==> src/design/fprf_map.vh <==
`ifndef FPRF_MAP_VH
`define FPRF_MAP_VH

// Register indices on the plain register port
`define FPRF_ADDR_W        4
`define FPRF_REG_CTRL      4'h0
`define FPRF_REG_STATUS    4'h1
`define FPRF_REG_IRQ_STAT  4'h2
`define FPRF_REG_IRQ_MASK  4'h3
`define FPRF_REG_VECTOR    4'h4

// Control register fields
`define FPRF_CTRL_RST_EN   0
`define FPRF_CTRL_ABT_EN   1
`define FPRF_CTRL_BRDFL    2
`define FPRF_CTRL_SFINH    3
`define FPRF_CTRL_RESET    8'h04

// Status register fields
`define FPRF_ST_SYSCON     0
`define FPRF_ST_FAIL       1
`define FPRF_ST_ABT_PEND   2
`define FPRF_ST_RST_LVL    3
`define FPRF_ST_ABT_LVL    4
`define FPRF_ST_WDOG       5

// Interrupt status fields
`define FPRF_IRQ_ABORT     0
`define FPRF_IRQ_RESET     1
`define FPRF_IRQ_WDOG      2
`define FPRF_IRQ_W         3

// Vector reset value, arbitrary
`define FPRF_VECTOR_RESET  8'h40

// Debounce time and reset pulse length
`define FPRF_CLK_MHZ       50
`define FPRF_DEB_US        10
`define FPRF_DEB_CYC       16'd500
`define FPRF_RSTO_CYC      16'h00ff
`define FPRF_LEVEL7        3'h7

`endif

==> src/design/fprf_debounce.v <==
`timescale 1ns/10ps
module fprf_debounce
#(
	parameter CNT_W = 16,
	parameter [15:0] STABLE = 16'd500
)
(
	// Clock and reset
	input  wire       i_clk_sys,
	input  wire       i_nrst,
	// Raw level, already synchronised
	input  wire       i_level,
	// Filtered level
	output reg        o_level
);

	reg [CNT_W-1:0] count;

	// A change is taken only after it has held STABLE cycles; bounces restart the count
	always @(posedge i_clk_sys or negedge i_nrst)
	begin
		if (!i_nrst)
		begin
			count   <= {CNT_W{1'b0}};
			o_level <= 1'b0;
		end
		else if (i_level == o_level)
			count <= {CNT_W{1'b0}};
		else if (count >= STABLE - 16'd1)
		begin
			o_level <= i_level;
			count   <= {CNT_W{1'b0}};
		end
		else
			count <= count + {{(CNT_W-1){1'b0}}, 1'b1};
	end

endmodule // fprf_debounce

==> src/design/fprf_front_panel.v <==
// How it works
// - The strap is active when fitted and the board is system controller only while it is active.
// - As system controller the board starts the bus grant daisy chain.
// - An enabled reset press drives local reset, and backplane system reset too when system controller.
// - The reset switch is debounced and gives its reset output only while enabled.
// - Software enables or disables the reset switch, and a disabled switch causes no reset.
// - The remote reset input acts exactly like the front reset switch, either one alone suffices.
// - The abort switch is debounced and, when enabled, raises a level 7 interrupt.
// - An acknowledge cycle for the abort interrupt is answered with a status/ID vector.
// - Software enables the abort switch, and a disabled switch gives no interrupt.
// - The fail indicator lights while the board-fail flag is set or the watchdog time-out input is high.
// - SYSFAIL is driven while the fail condition holds and the inhibit bit is clear.
// - The status indicator lights while the processor status pin is low.
// - The board-fail flag is set at reset, stays set until cleared, and can be set again by software.
//
// Our own choices: the strobed register port and the placing of the registers.
`timescale 1ns/10ps
`include "fprf_map.vh"
module fprf_front_panel
#(
	parameter [15:0] DEB_CYC  = `FPRF_DEB_CYC,
	parameter [15:0] RSTO_CYC = `FPRF_RSTO_CYC
)
(
	// Clock and reset
	input  wire       i_clk_sys,
	input  wire       i_nrst,
	// Register port
	input  wire [3:0] i_addr,
	input  wire [7:0] i_wdata,
	input  wire       i_wr,
	input  wire       i_rd,
	output reg  [7:0] o_rdata,
	output reg        o_irq,
	// Pins, active low where named so
	input  wire       i_syscon_strap_n,
	input  wire       i_front_reset_switch_n,
	input  wire       i_remote_reset_input_n,
	input  wire       i_front_abort_switch_n,
	input  wire       i_wdog_timeout,
	input  wire       i_cpu_status_n,
	// Interrupt acknowledge from the processor
	input  wire       i_iack,
	input  wire [2:0] i_iack_level,
	output reg        o_iack_ack,
	output reg  [7:0] o_iack_vector,
	output reg        o_ipl7_n,
	// Resets and backplane
	output reg        o_local_reset_n,
	output reg        o_sysreset_oe,
	output reg        o_sysfail_oe,
	output reg        o_bus_grant_out_n,
	// Indicators
	output reg        o_fail_indicator,
	output reg        o_status_indicator,
	output reg        o_syscon_indicator
);

	// Two-stage synchronisers for all pins
	// Reset to idle pin levels so no false press or watchdog edge follows reset
	localparam [5:0] SYNC_IDLE = 6'h2f;

	reg  [5:0] sync1;
	reg  [5:0] sync2;
	wire [5:0] pins_raw;
	wire [5:0] pins_n;

	assign pins_raw = {i_cpu_status_n, i_wdog_timeout, i_front_abort_switch_n,
		i_remote_reset_input_n, i_front_reset_switch_n, i_syscon_strap_n};

	always @(posedge i_clk_sys or negedge i_nrst)
	begin
		if (!i_nrst)
		begin
			sync1 <= SYNC_IDLE;
			sync2 <= SYNC_IDLE;
		end
		else
		begin
			sync1 <= pins_raw;
			sync2 <= sync1;
		end
	end

	assign pins_n = sync2;

	wire strap_fitted  = ~pins_n[0];
	wire rst_raw       = ~pins_n[1] | ~pins_n[2];
	wire abt_raw       = ~pins_n[3];
	wire wdog_level    = pins_n[4];
	wire cpu_status_lo = ~pins_n[5];

	// Debounce reset and abort levels
	wire rst_deb;
	wire abt_deb;

	fprf_debounce #(.CNT_W(16), .STABLE(DEB_CYC)) u_deb_rst
	(
		.i_clk_sys (i_clk_sys),
		.i_nrst    (i_nrst),
		.i_level   (rst_raw),
		.o_level   (rst_deb)
	);

	fprf_debounce #(.CNT_W(16), .STABLE(DEB_CYC)) u_deb_abt
	(
		.i_clk_sys (i_clk_sys),
		.i_nrst    (i_nrst),
		.i_level   (abt_raw),
		.o_level   (abt_deb)
	);

	// Control and interrupt registers
	reg  [7:0] ctrl;
	reg  [7:0] vector;
	reg  [2:0] irq_stat;
	reg  [2:0] irq_mask;
	reg        syscon;
	reg        rst_deb_q;
	reg        abt_deb_q;
	reg        wdog_q;
	reg        abt_pend;
	reg [15:0] rsto_cnt;
	reg        rsto_act;

	wire rst_en     = ctrl[`FPRF_CTRL_RST_EN];
	wire abt_en     = ctrl[`FPRF_CTRL_ABT_EN];
	wire board_fail_flag = ctrl[`FPRF_CTRL_BRDFL];
	wire sf_inhibit = ctrl[`FPRF_CTRL_SFINH];

	// Rising edge of a filtered level, or of the unfiltered watchdog level, against its one-cycle history
	function rise;
		input now_lvl;
		input old_lvl;
		begin
			rise = now_lvl & ~old_lvl;
		end
	endfunction

	wire rst_press  = rise(rst_deb, rst_deb_q);
	wire abt_press  = rise(abt_deb, abt_deb_q);
	wire wdog_rise  = rise(wdog_level, wdog_q);
	wire fail_cond  = board_fail_flag | wdog_level;

	// Register select, shared by all write decodes
	function reg_hit;
		input [3:0] a;
		input [3:0] idx;
		begin
			reg_hit = (a == idx);
		end
	endfunction

	wire wr_ctrl    = i_wr && reg_hit(i_addr, `FPRF_REG_CTRL);
	wire wr_istat   = i_wr && reg_hit(i_addr, `FPRF_REG_IRQ_STAT);
	wire wr_imask   = i_wr && reg_hit(i_addr, `FPRF_REG_IRQ_MASK);
	wire wr_vector  = i_wr && reg_hit(i_addr, `FPRF_REG_VECTOR);
	wire ack_abort  = i_iack && (i_iack_level == `FPRF_LEVEL7) && abt_pend;

	wire [2:0] irq_set = {wdog_rise, rst_press & rst_en, abt_press & abt_en};

	function [7:0] read_mux;
		input [3:0] a;
		begin
			case (a)
				`FPRF_REG_CTRL:     read_mux = ctrl;
				`FPRF_REG_STATUS:   read_mux = {2'h0, wdog_level, abt_deb, rst_deb, abt_pend, fail_cond, syscon};
				`FPRF_REG_IRQ_STAT: read_mux = {5'h00, irq_stat};
				`FPRF_REG_IRQ_MASK: read_mux = {5'h00, irq_mask};
				`FPRF_REG_VECTOR:   read_mux = vector;
				default:            read_mux = 8'h00;
			endcase
		end
	endfunction

	// Software registers
	always @(posedge i_clk_sys or negedge i_nrst)
	begin
		if (!i_nrst)
		begin
			ctrl     <= `FPRF_CTRL_RESET;
			vector   <= `FPRF_VECTOR_RESET;
			irq_mask <= 3'h0;
		end
		else
		begin
			if (wr_ctrl)
				ctrl <= i_wdata;
			if (wr_imask)
				irq_mask <= i_wdata[2:0];
			if (wr_vector)
				vector <= i_wdata;
		end
	end

	// One-cycle history for the edge detectors
	always @(posedge i_clk_sys or negedge i_nrst)
	begin
		if (!i_nrst)
		begin
			rst_deb_q <= 1'b0;
			abt_deb_q <= 1'b0;
			wdog_q    <= 1'b0;
		end
		else
		begin
			rst_deb_q <= rst_deb;
			abt_deb_q <= abt_deb;
			wdog_q    <= wdog_level;
		end
	end

	// Strap followed, not latched: pulling the jumper gives up the controller role at once
	// Reads not fitted until the synchroniser has filled after reset
	always @(posedge i_clk_sys or negedge i_nrst)
	begin
		if (!i_nrst)
			syscon <= 1'b0;
		else
			syscon <= strap_fitted;
	end

	// Sticky events; a new event wins over a write-one-to-clear in the same cycle
	wire [2:0] irq_clr = wr_istat ? i_wdata[2:0] : 3'h0;

	always @(posedge i_clk_sys or negedge i_nrst)
	begin
		if (!i_nrst)
			irq_stat <= 3'h0;
		else
			irq_stat <= (irq_stat & ~irq_clr) | irq_set;
	end

	// Abort request held until acknowledged, dropped when software disables abort
	always @(posedge i_clk_sys or negedge i_nrst)
	begin
		if (!i_nrst)
			abt_pend <= 1'b0;
		else if (abt_press && abt_en)
			abt_pend <= 1'b1;
		else if (ack_abort || !abt_en)
			abt_pend <= 1'b0;
	end

	// Reset output pulse; a short press is stretched so everything behind it sees a full reset
	localparam RSTO_IDLE  = 1'b0;
	localparam RSTO_PULSE = 1'b1;

	reg        rsto_state;
	reg        next_rsto_state;
	reg [15:0] next_rsto_cnt;
	wire       rst_go = rst_press & rst_en;

	always @*
	begin
		next_rsto_state = rsto_state;
		next_rsto_cnt   = rsto_cnt;
		case (rsto_state)
			RSTO_IDLE:
			begin
				if (rst_go)
				begin
					next_rsto_state = RSTO_PULSE;
					next_rsto_cnt   = RSTO_CYC;
				end
			end
			RSTO_PULSE:
			begin
				// A press during the pulse restarts it rather than being lost
				if (rst_go)
					next_rsto_cnt = RSTO_CYC;
				else if (rsto_cnt != 16'h0000)
					next_rsto_cnt = rsto_cnt - 16'h0001;
				else
					next_rsto_state = RSTO_IDLE;
			end
			default:
			begin
				next_rsto_state = RSTO_IDLE;
				next_rsto_cnt   = 16'h0000;
			end
		endcase
	end

	always @(posedge i_clk_sys or negedge i_nrst)
	begin
		if (!i_nrst)
		begin
			rsto_state <= RSTO_IDLE;
			rsto_cnt   <= 16'h0000;
			rsto_act   <= 1'b0;
		end
		else
		begin
			rsto_state <= next_rsto_state;
			rsto_cnt   <= next_rsto_cnt;
			rsto_act   <= (next_rsto_state == RSTO_PULSE);
		end
	end

	// Read data stand only in the cycle after the strobe, zero otherwise
	// so a stray sample of the bus never shows a stale register
	always @(posedge i_clk_sys or negedge i_nrst)
	begin
		if (!i_nrst)
			o_rdata <= 8'h00;
		else
			o_rdata <= i_rd ? read_mux(i_addr) : 8'h00;
	end

	// Registered outputs
	always @(posedge i_clk_sys or negedge i_nrst)
	begin
		if (!i_nrst)
		begin
			o_irq              <= 1'b0;
			o_iack_ack         <= 1'b0;
			o_iack_vector      <= 8'h00;
			o_ipl7_n           <= 1'b1;
			o_local_reset_n    <= 1'b1;
			o_sysreset_oe      <= 1'b0;
			o_sysfail_oe       <= 1'b0;
			o_bus_grant_out_n  <= 1'b1;
			o_fail_indicator   <= 1'b0;
			o_status_indicator <= 1'b0;
			o_syscon_indicator <= 1'b0;
		end
		else
		begin
			o_irq              <= |(irq_stat & irq_mask);
			o_iack_ack         <= ack_abort;
			o_iack_vector      <= ack_abort ? vector : 8'h00;
			o_ipl7_n           <= ~(abt_pend & ~ack_abort);
			o_local_reset_n    <= ~rsto_act;
			o_sysreset_oe      <= rsto_act & syscon;
			o_sysfail_oe       <= fail_cond & ~sf_inhibit;
			o_bus_grant_out_n  <= ~syscon;
			o_fail_indicator   <= fail_cond;
			o_status_indicator <= cpu_status_lo;
			o_syscon_indicator <= syscon;
		end
	end

endmodule // fprf_front_panel

==> config.mk <==
export PLATFORM = sky130hd
export DESIGN_NAME = fprf_front_panel
export DESIGN_NICKNAME = d
export VERILOG_FILES = /design/src/design/fprf_debounce.v /design/src/design/fprf_front_panel.v
export VERILOG_INCLUDE_DIRS = /design/src /design/src/design
export SDC_FILE = /design/constraint.sdc
export NUM_CORES = 1
export LEC_CHECK = 0
export ABC_CLOCK_PERIOD_IN_PS = 4000
export BUFFER_PORTS_ARGS = -buffer_cell sky130_fd_sc_hd__buf_2
export CORE_MARGIN = 4
export CORE_UTILIZATION = 45
export CTS_CLUSTER_DIAMETER = 80
export DETAILED_ROUTE_END_ITERATION = 12
export GPL_ROUTABILITY_DRIVEN = 1
export HOLD_SLACK_MARGIN = 0.08
export REMOVE_ABC_BUFFERS = 1
export SYNTH_ARGS = -nofsm -noshare
export SYNTH_HDL_FRONTEND = slang
export SYNTH_SLANG_ARGS = --single-unit
==> constraint.sdc <==
create_clock -name i_clk_sys -period 4 [get_ports i_clk_sys]
set_input_delay 0.8 -clock i_clk_sys [delete_from_list [all_inputs] [get_ports i_clk_sys]]
set_output_delay 0.8 -clock i_clk_sys [all_outputs]
set_load 0.03 [all_outputs]
# Word level (Yosys, flattened, before mapping)
# Cells that the tools add are included.
# word_totals
word_cells	106
in_bits	26
register_bits	116
# classes
order_cmp	2
n_eq_ne	9
bitwise_logic	29
n_addsub	3
n_mux	18
reduce_logical	16
# ops
op	count
$mux 16	7
$pmux 8 s5	1
$add 16x1->16 const B	2
$ge 16x9->1 const B	2
$pmux 16 s2	1
$mux 8	2
$reduce_bool 16->1	1
$sub 16x1->16 const B	1
$not 1->1	15
$and 1x1->1	8
$eq 4x2->1 const B	2
$logic_and 1x1->1	7
$and 3x3->3	2
$reduce_and 2->1	3
$mux 1	5
$eq 4x1->1 const B	1
$eq 4x3->1 const B	1
$logic_not 4->1	1
$eq 3x3->1 const B	1
$mux 3	1
$ne 3x1->1 const B	1
$not 3->3	1
$or 3x3->3	1
$reduce_or 3->1	1
7 further kinds	9

# Depth between registers and ports, before layout
# logic_depth
depth_word	6
ltp_mapped	8

# Hierarchy
# A second synthesis with hierarchy kept.
# unflattened
cells_unflattened	380
area_unflattened_um2	4695.8
# modules_own_cells
mod	area_each_um2	cells_per_inst	n_inst
fprf_front_panel	3367.0	276	1
fprf_debounce	664.4	52	2

# Worst setup path after synthesis
# Ideal clock, no wire load.
# synth_path
kind	input -> register
startpoint	input i_addr[0]
endpoint	register vector[0]
stages	4
slack_ns	1.961
setup_ns	0.125
arrival_ns	1.914
cell_sequence	buf_2 nor4b_4 nand2_2 mux2_2
# synth_via
elab_chain_cells	2
# synth_rtl
element	line_no	source
from (decl)	fprf_front_panel.v:29	input wire [3:0] i_addr,
$eq 4x3->1	fprf_front_panel.v:150	reg_hit = (a == idx);
$logic_and 1x1->1	fprf_front_panel.v:157	wire wr_vector = i_wr && reg_hit(i_addr, `FPRF_REG_VECTOR);
to (signal assigned)	fprf_front_panel.v:182	vector <= `FPRF_VECTOR_RESET;
to (signal assigned)	fprf_front_panel.v:192	vector <= i_wdata;
to (decl)	fprf_front_panel.v:115	reg [7:0] vector;
# No other way between the ends.
# A chain may end at the register's enable or synchronous reset.

# Final worst setup path
# layout_path
startpoint	register rsto_cnt[0]
endpoint	register rsto_cnt[7]
# layout_via
elab_chain_cells	4
elab_cells_between_ends	7
classes_between	add/sub: 1; eq/ne: 1; mux: 3; reduce/logical: 2
# layout_rtl
element	line_no	source
from (decl)	fprf_front_panel.v:123	reg [15:0] rsto_cnt;
from (signal assigned)	fprf_front_panel.v:296	rsto_cnt <= next_rsto_cnt;
$sub 16x1->16	fprf_front_panel.v:273	next_rsto_cnt = rsto_cnt - 16'h0001;
$mux 16	fprf_front_panel.v:272	else if (rsto_cnt != 16'h0000)
$mux 16	fprf_front_panel.v:270	if (rst_go)
$pmux 16 s2	fprf_front_panel.v:258	case (rsto_state)
# Several ways; a longest one is shown, not always the timed one. The select of a mux whose other input is x is not followed.

==> flow_metrics.py <==
metrics = {
    "power_and_ir_drop": {
        "combPwrFrac_pct": 11.4,
        "internal-power_uw": 2520,
        "p_leak_uw": 0.00251,
        "p_per_area_nw_per_um2": 608,
        "p_switching_uw": 891,
        "ir_drop_mv": 0.404,
        "p_sw_share_pct": 26.2,
        "clkPwrFrac_pct": 45.8,
        "p_seq_share_pct": 42.8,
    },
    "final_layout": {
        "n_antenna_cell": 0,
        "nFillCells": 848,
        "syn2layout_area_growth_pct": 23.2,
        "final_nets": 475,
        "final-seq-area_um2": 2920,
        "multi_input_area_um2": 1560,
        "drive_gt1_share_pct": 27.9,
    },
    "sta": {
        "rsz0062_at_grt": "no",
        "whs_ns": 0.351,
        "fmax_ghz": 0.438,
        "min_period_ns": 2.28,
        "worst-slew-pin-transition_ns": 1.06,
        "setup_tns_ns": 0,
        "min_period_over_period_pct": 57.1,
        "slew_viol_final": 0,
        "max_slew_margin_pct": 28.5,
        "hold_viol_final": 0,
        "fin_skew_ns": 0.00667,
        "finalSetupViolCount": 0,
    },
    "hold_path": {
        "hold_class": "flip-flop to flip-flop",
        "holdCritStartpoint": "sync1[4]",
        "hold_path_end": "pins_n[4]",
        "hold_depth": 0,
    },
    "worst_setup_path": {
        "cp_max_fo": 16,
        "rr_endpoint": "rsto_cnt[7]",
        "slowest_delay_ns": 0.58,
        "path_buf_inv": 1,
        "crit_family": "simple AND/OR/NAND/NOR gates",
        "cp-start-kind": "flip-flop",
        "timing.rr.start": "rsto_cnt[0]",
        "critPathKind": "flip-flop to flip-flop",
        "r2r_slack_ns": 1.72,
        "cp_data_required_time_ns": 4.39,
        "ff2ff_path_depth": 6,
        "arrival_ns": 2.67,
        "crit_path_top_delay_cell": "and4_1",
        "endpoint_kind": "flip-flop",
        "crit_chain": "inv_1 > ha_1 > nor3b_2 > and4_1 > nor4_1 > or3b_2",
    },
    "die": {
        "core.rowCount": 36,
        "die_h_um": 109,
        "core_um2": 9820,
        "die-area_um2": 11800,
        "initial_utilization_pct": 46.3,
        "io_pins": 52,
        "die_w_um": 109,
    },
    "routing": {
        "wirelength_um": 8680,
        "wl_per_cell_um": 14.7,
        "vias": 3005,
        "dr.pass1.iters": 4,
        "drtIter0Drc": 192,
        "drc_errors": 0,
        "vias_per_cell": 5.08,
        "antenna_left": 0,
    },
    "clocking": {
        "cts_max_level": 4,
        "cts_hold_buf": 0,
        "insertion_delay_ns": 0.52,
        "clk_pin_slew_ns": 0.06,
        "cts_setup_buffers": 0,
        "cts_sinks": 116,
        "numCtsBuffers": 17,
        "cts_resized": 0,
        "ctsLongestPathBuffers": 2,
        "cts_tree": "yes",
        "cts_root_buffer": "clkbuf_8",
    },
    "grt": {
        "grt_usage_pct": 16.3,
        "antenna_found_initial": 0,
        "overflow": 0,
        "grt_pass1_wl_um": 14700,
        "grt_pass1_vias": 3076,
        "grt_max_degree": 71,
    },
    "outcome": {
        "status": "complete, no violations",
    },
    "yosys": {
        "synth.cell_area_um2": 4550,
        "yosys_warnings": 0,
        "ys_ff_latch": 116,
        "synth-main-ff-cell": "dfrtp_1",
        "synth.avg_cell_area_um2": 12.3,
        "netlist_instances": 369,
        "async_flop_share_pct": 100,
        "synthDistinctLibCells": 46,
        "ys_seq_area_share_pct": 64.3,
        "synth_edf_count": 0,
    },
    "placement": {
        "io_buffers": 51,
        "dpl.hpwl_um": 5950,
        "gp_congestion": 0.782,
    },
    "run": {
        "cap_violations": 0,
    },
}
## registers in the layout, summed over array words and instances, names as in the netlist, 3 cells and up
register         cells
u_deb_abt.count     16
irq_mask             3
sync1                6
ctrl                 8
o_iack_vector        8
irq_stat             3
o_rdata              8
u_deb_rst.count     16
rsto_cnt            16
vector               8
pins_n               6
## cell type report
type | count | share of cell area (%)
inverter | 16 | 1.07
clock inverter | 14 | 3.60
clock buffer | 18 | 7.46
sequential | 116 | 52.2
timing repair buffer | 53 | 4.87
tap | 133 | 2.97
multi-input combinational | 242 | 27.9
## through the flow
step / util, % / cell area (um^2) / worst slack, ns / power (uW) / instances
after detailed placement: 50.7 / 4980 / 1.71 / 1870 / 560
final: 57.0 / 5600 / 1.72 / 3410 / 592
after global routing: 57.0 / 5600 / 1.52 / 3570 / 592
after global placement: 50.7 / 4980 / 1.74 / 1850 / 560
after CTS: 57.0 / 5600 / 1.71 / 3440 / 592
after floorplan: - / 4540 / 1.99 / 1710 / 374
## kinds of logic after synthesis
family,after synthesis,synth area share (%)
flops,116,64.3
fa+ha+maj,3,0.826
simple gates,134,17.1
mux,18,4.40
buf+inv,24,2.48
compound gates,57,7.79
xor+xnor,16,3.08
other cells,1,0.0825
## metal layers
layer | share of wire, % | routed length (um) | vias to the layer above | global-route usage, %
met5 | 0 | 0 | - | 0
met4 | 1.0 | 90 | 0 | 6.94
met3 | 5.1 | 439 | 13 | 5.37
met2 | 48 | 4180 | 64 | 23.9
met1 | 46 | 3960 | 1477 | 22.1
li1 | - | - | 1451 | -
## synth_stat cells (6+ instances only)
| cell type | n | area share [%] |
|---|---|---|
| dfstp_2 | 15 | 8.7 |
| o31ai_1 | 7 | 1.2 |
| inv_1 | 16 | 1.3 |
| a22oi_1 | 8 | 1.3 |
| mux2_2 | 16 | 4.0 |
| xnor2_1 | 12 | 2.3 |
| nor2_1 | 36 | 3.0 |
| and2_1 | 8 | 1.1 |
| nor3_1 | 6 | 0.66 |
| o21ai_0 | 19 | 2.1 |
| nand3_1 | 12 | 1.3 |
| dfrtp_1 | 101 | 56 |
| nand2b_1 | 7 | 0.96 |
| nand4_1 | 6 | 0.83 |
| nand2_1 | 16 | 1.3 |
| a21oi_1 | 12 | 1.3 |
| nor4_1 | 7 | 0.96 |
## power groups by stage
stage               Combinational (uW)  Clock (uW)  Sequential, uW
detailed placement                 394           0            1470
finish                             389        1560            1460
floorplan                          243           0            1470
global placement                   375           0            1470
global route                       438        1660            1480
CTS                                395        1590            1460
## placed cells by master, fill, tap and decap left out, types with 14 or more instances in the layout
cell       instances
o21ai_0           19
clkbuf_16         16
buf_2             50
nor2_1            36
conb_1            14
dfrtp_1          101
inv_1             16
mux2_2            16
dfstp_2           15
nand2_1           16
## how the worst max path moves through the flow
stage | from | endpoint | cells after the start
final | rsto_cnt[0] | rsto_cnt[7] | 6
after global routing | rsto_cnt[0] | rsto_cnt[7] | 6
after CTS | rsto_cnt[0] | rsto_cnt[7] | 6
after detailed placement | i_addr[0] | vector[7] | 4
after global placement | i_addr[0] | o_rdata[1] | 4
after floorplan | rsto_cnt[0] | rsto_cnt[5] | 6
(Power assumes the default switching activity.)
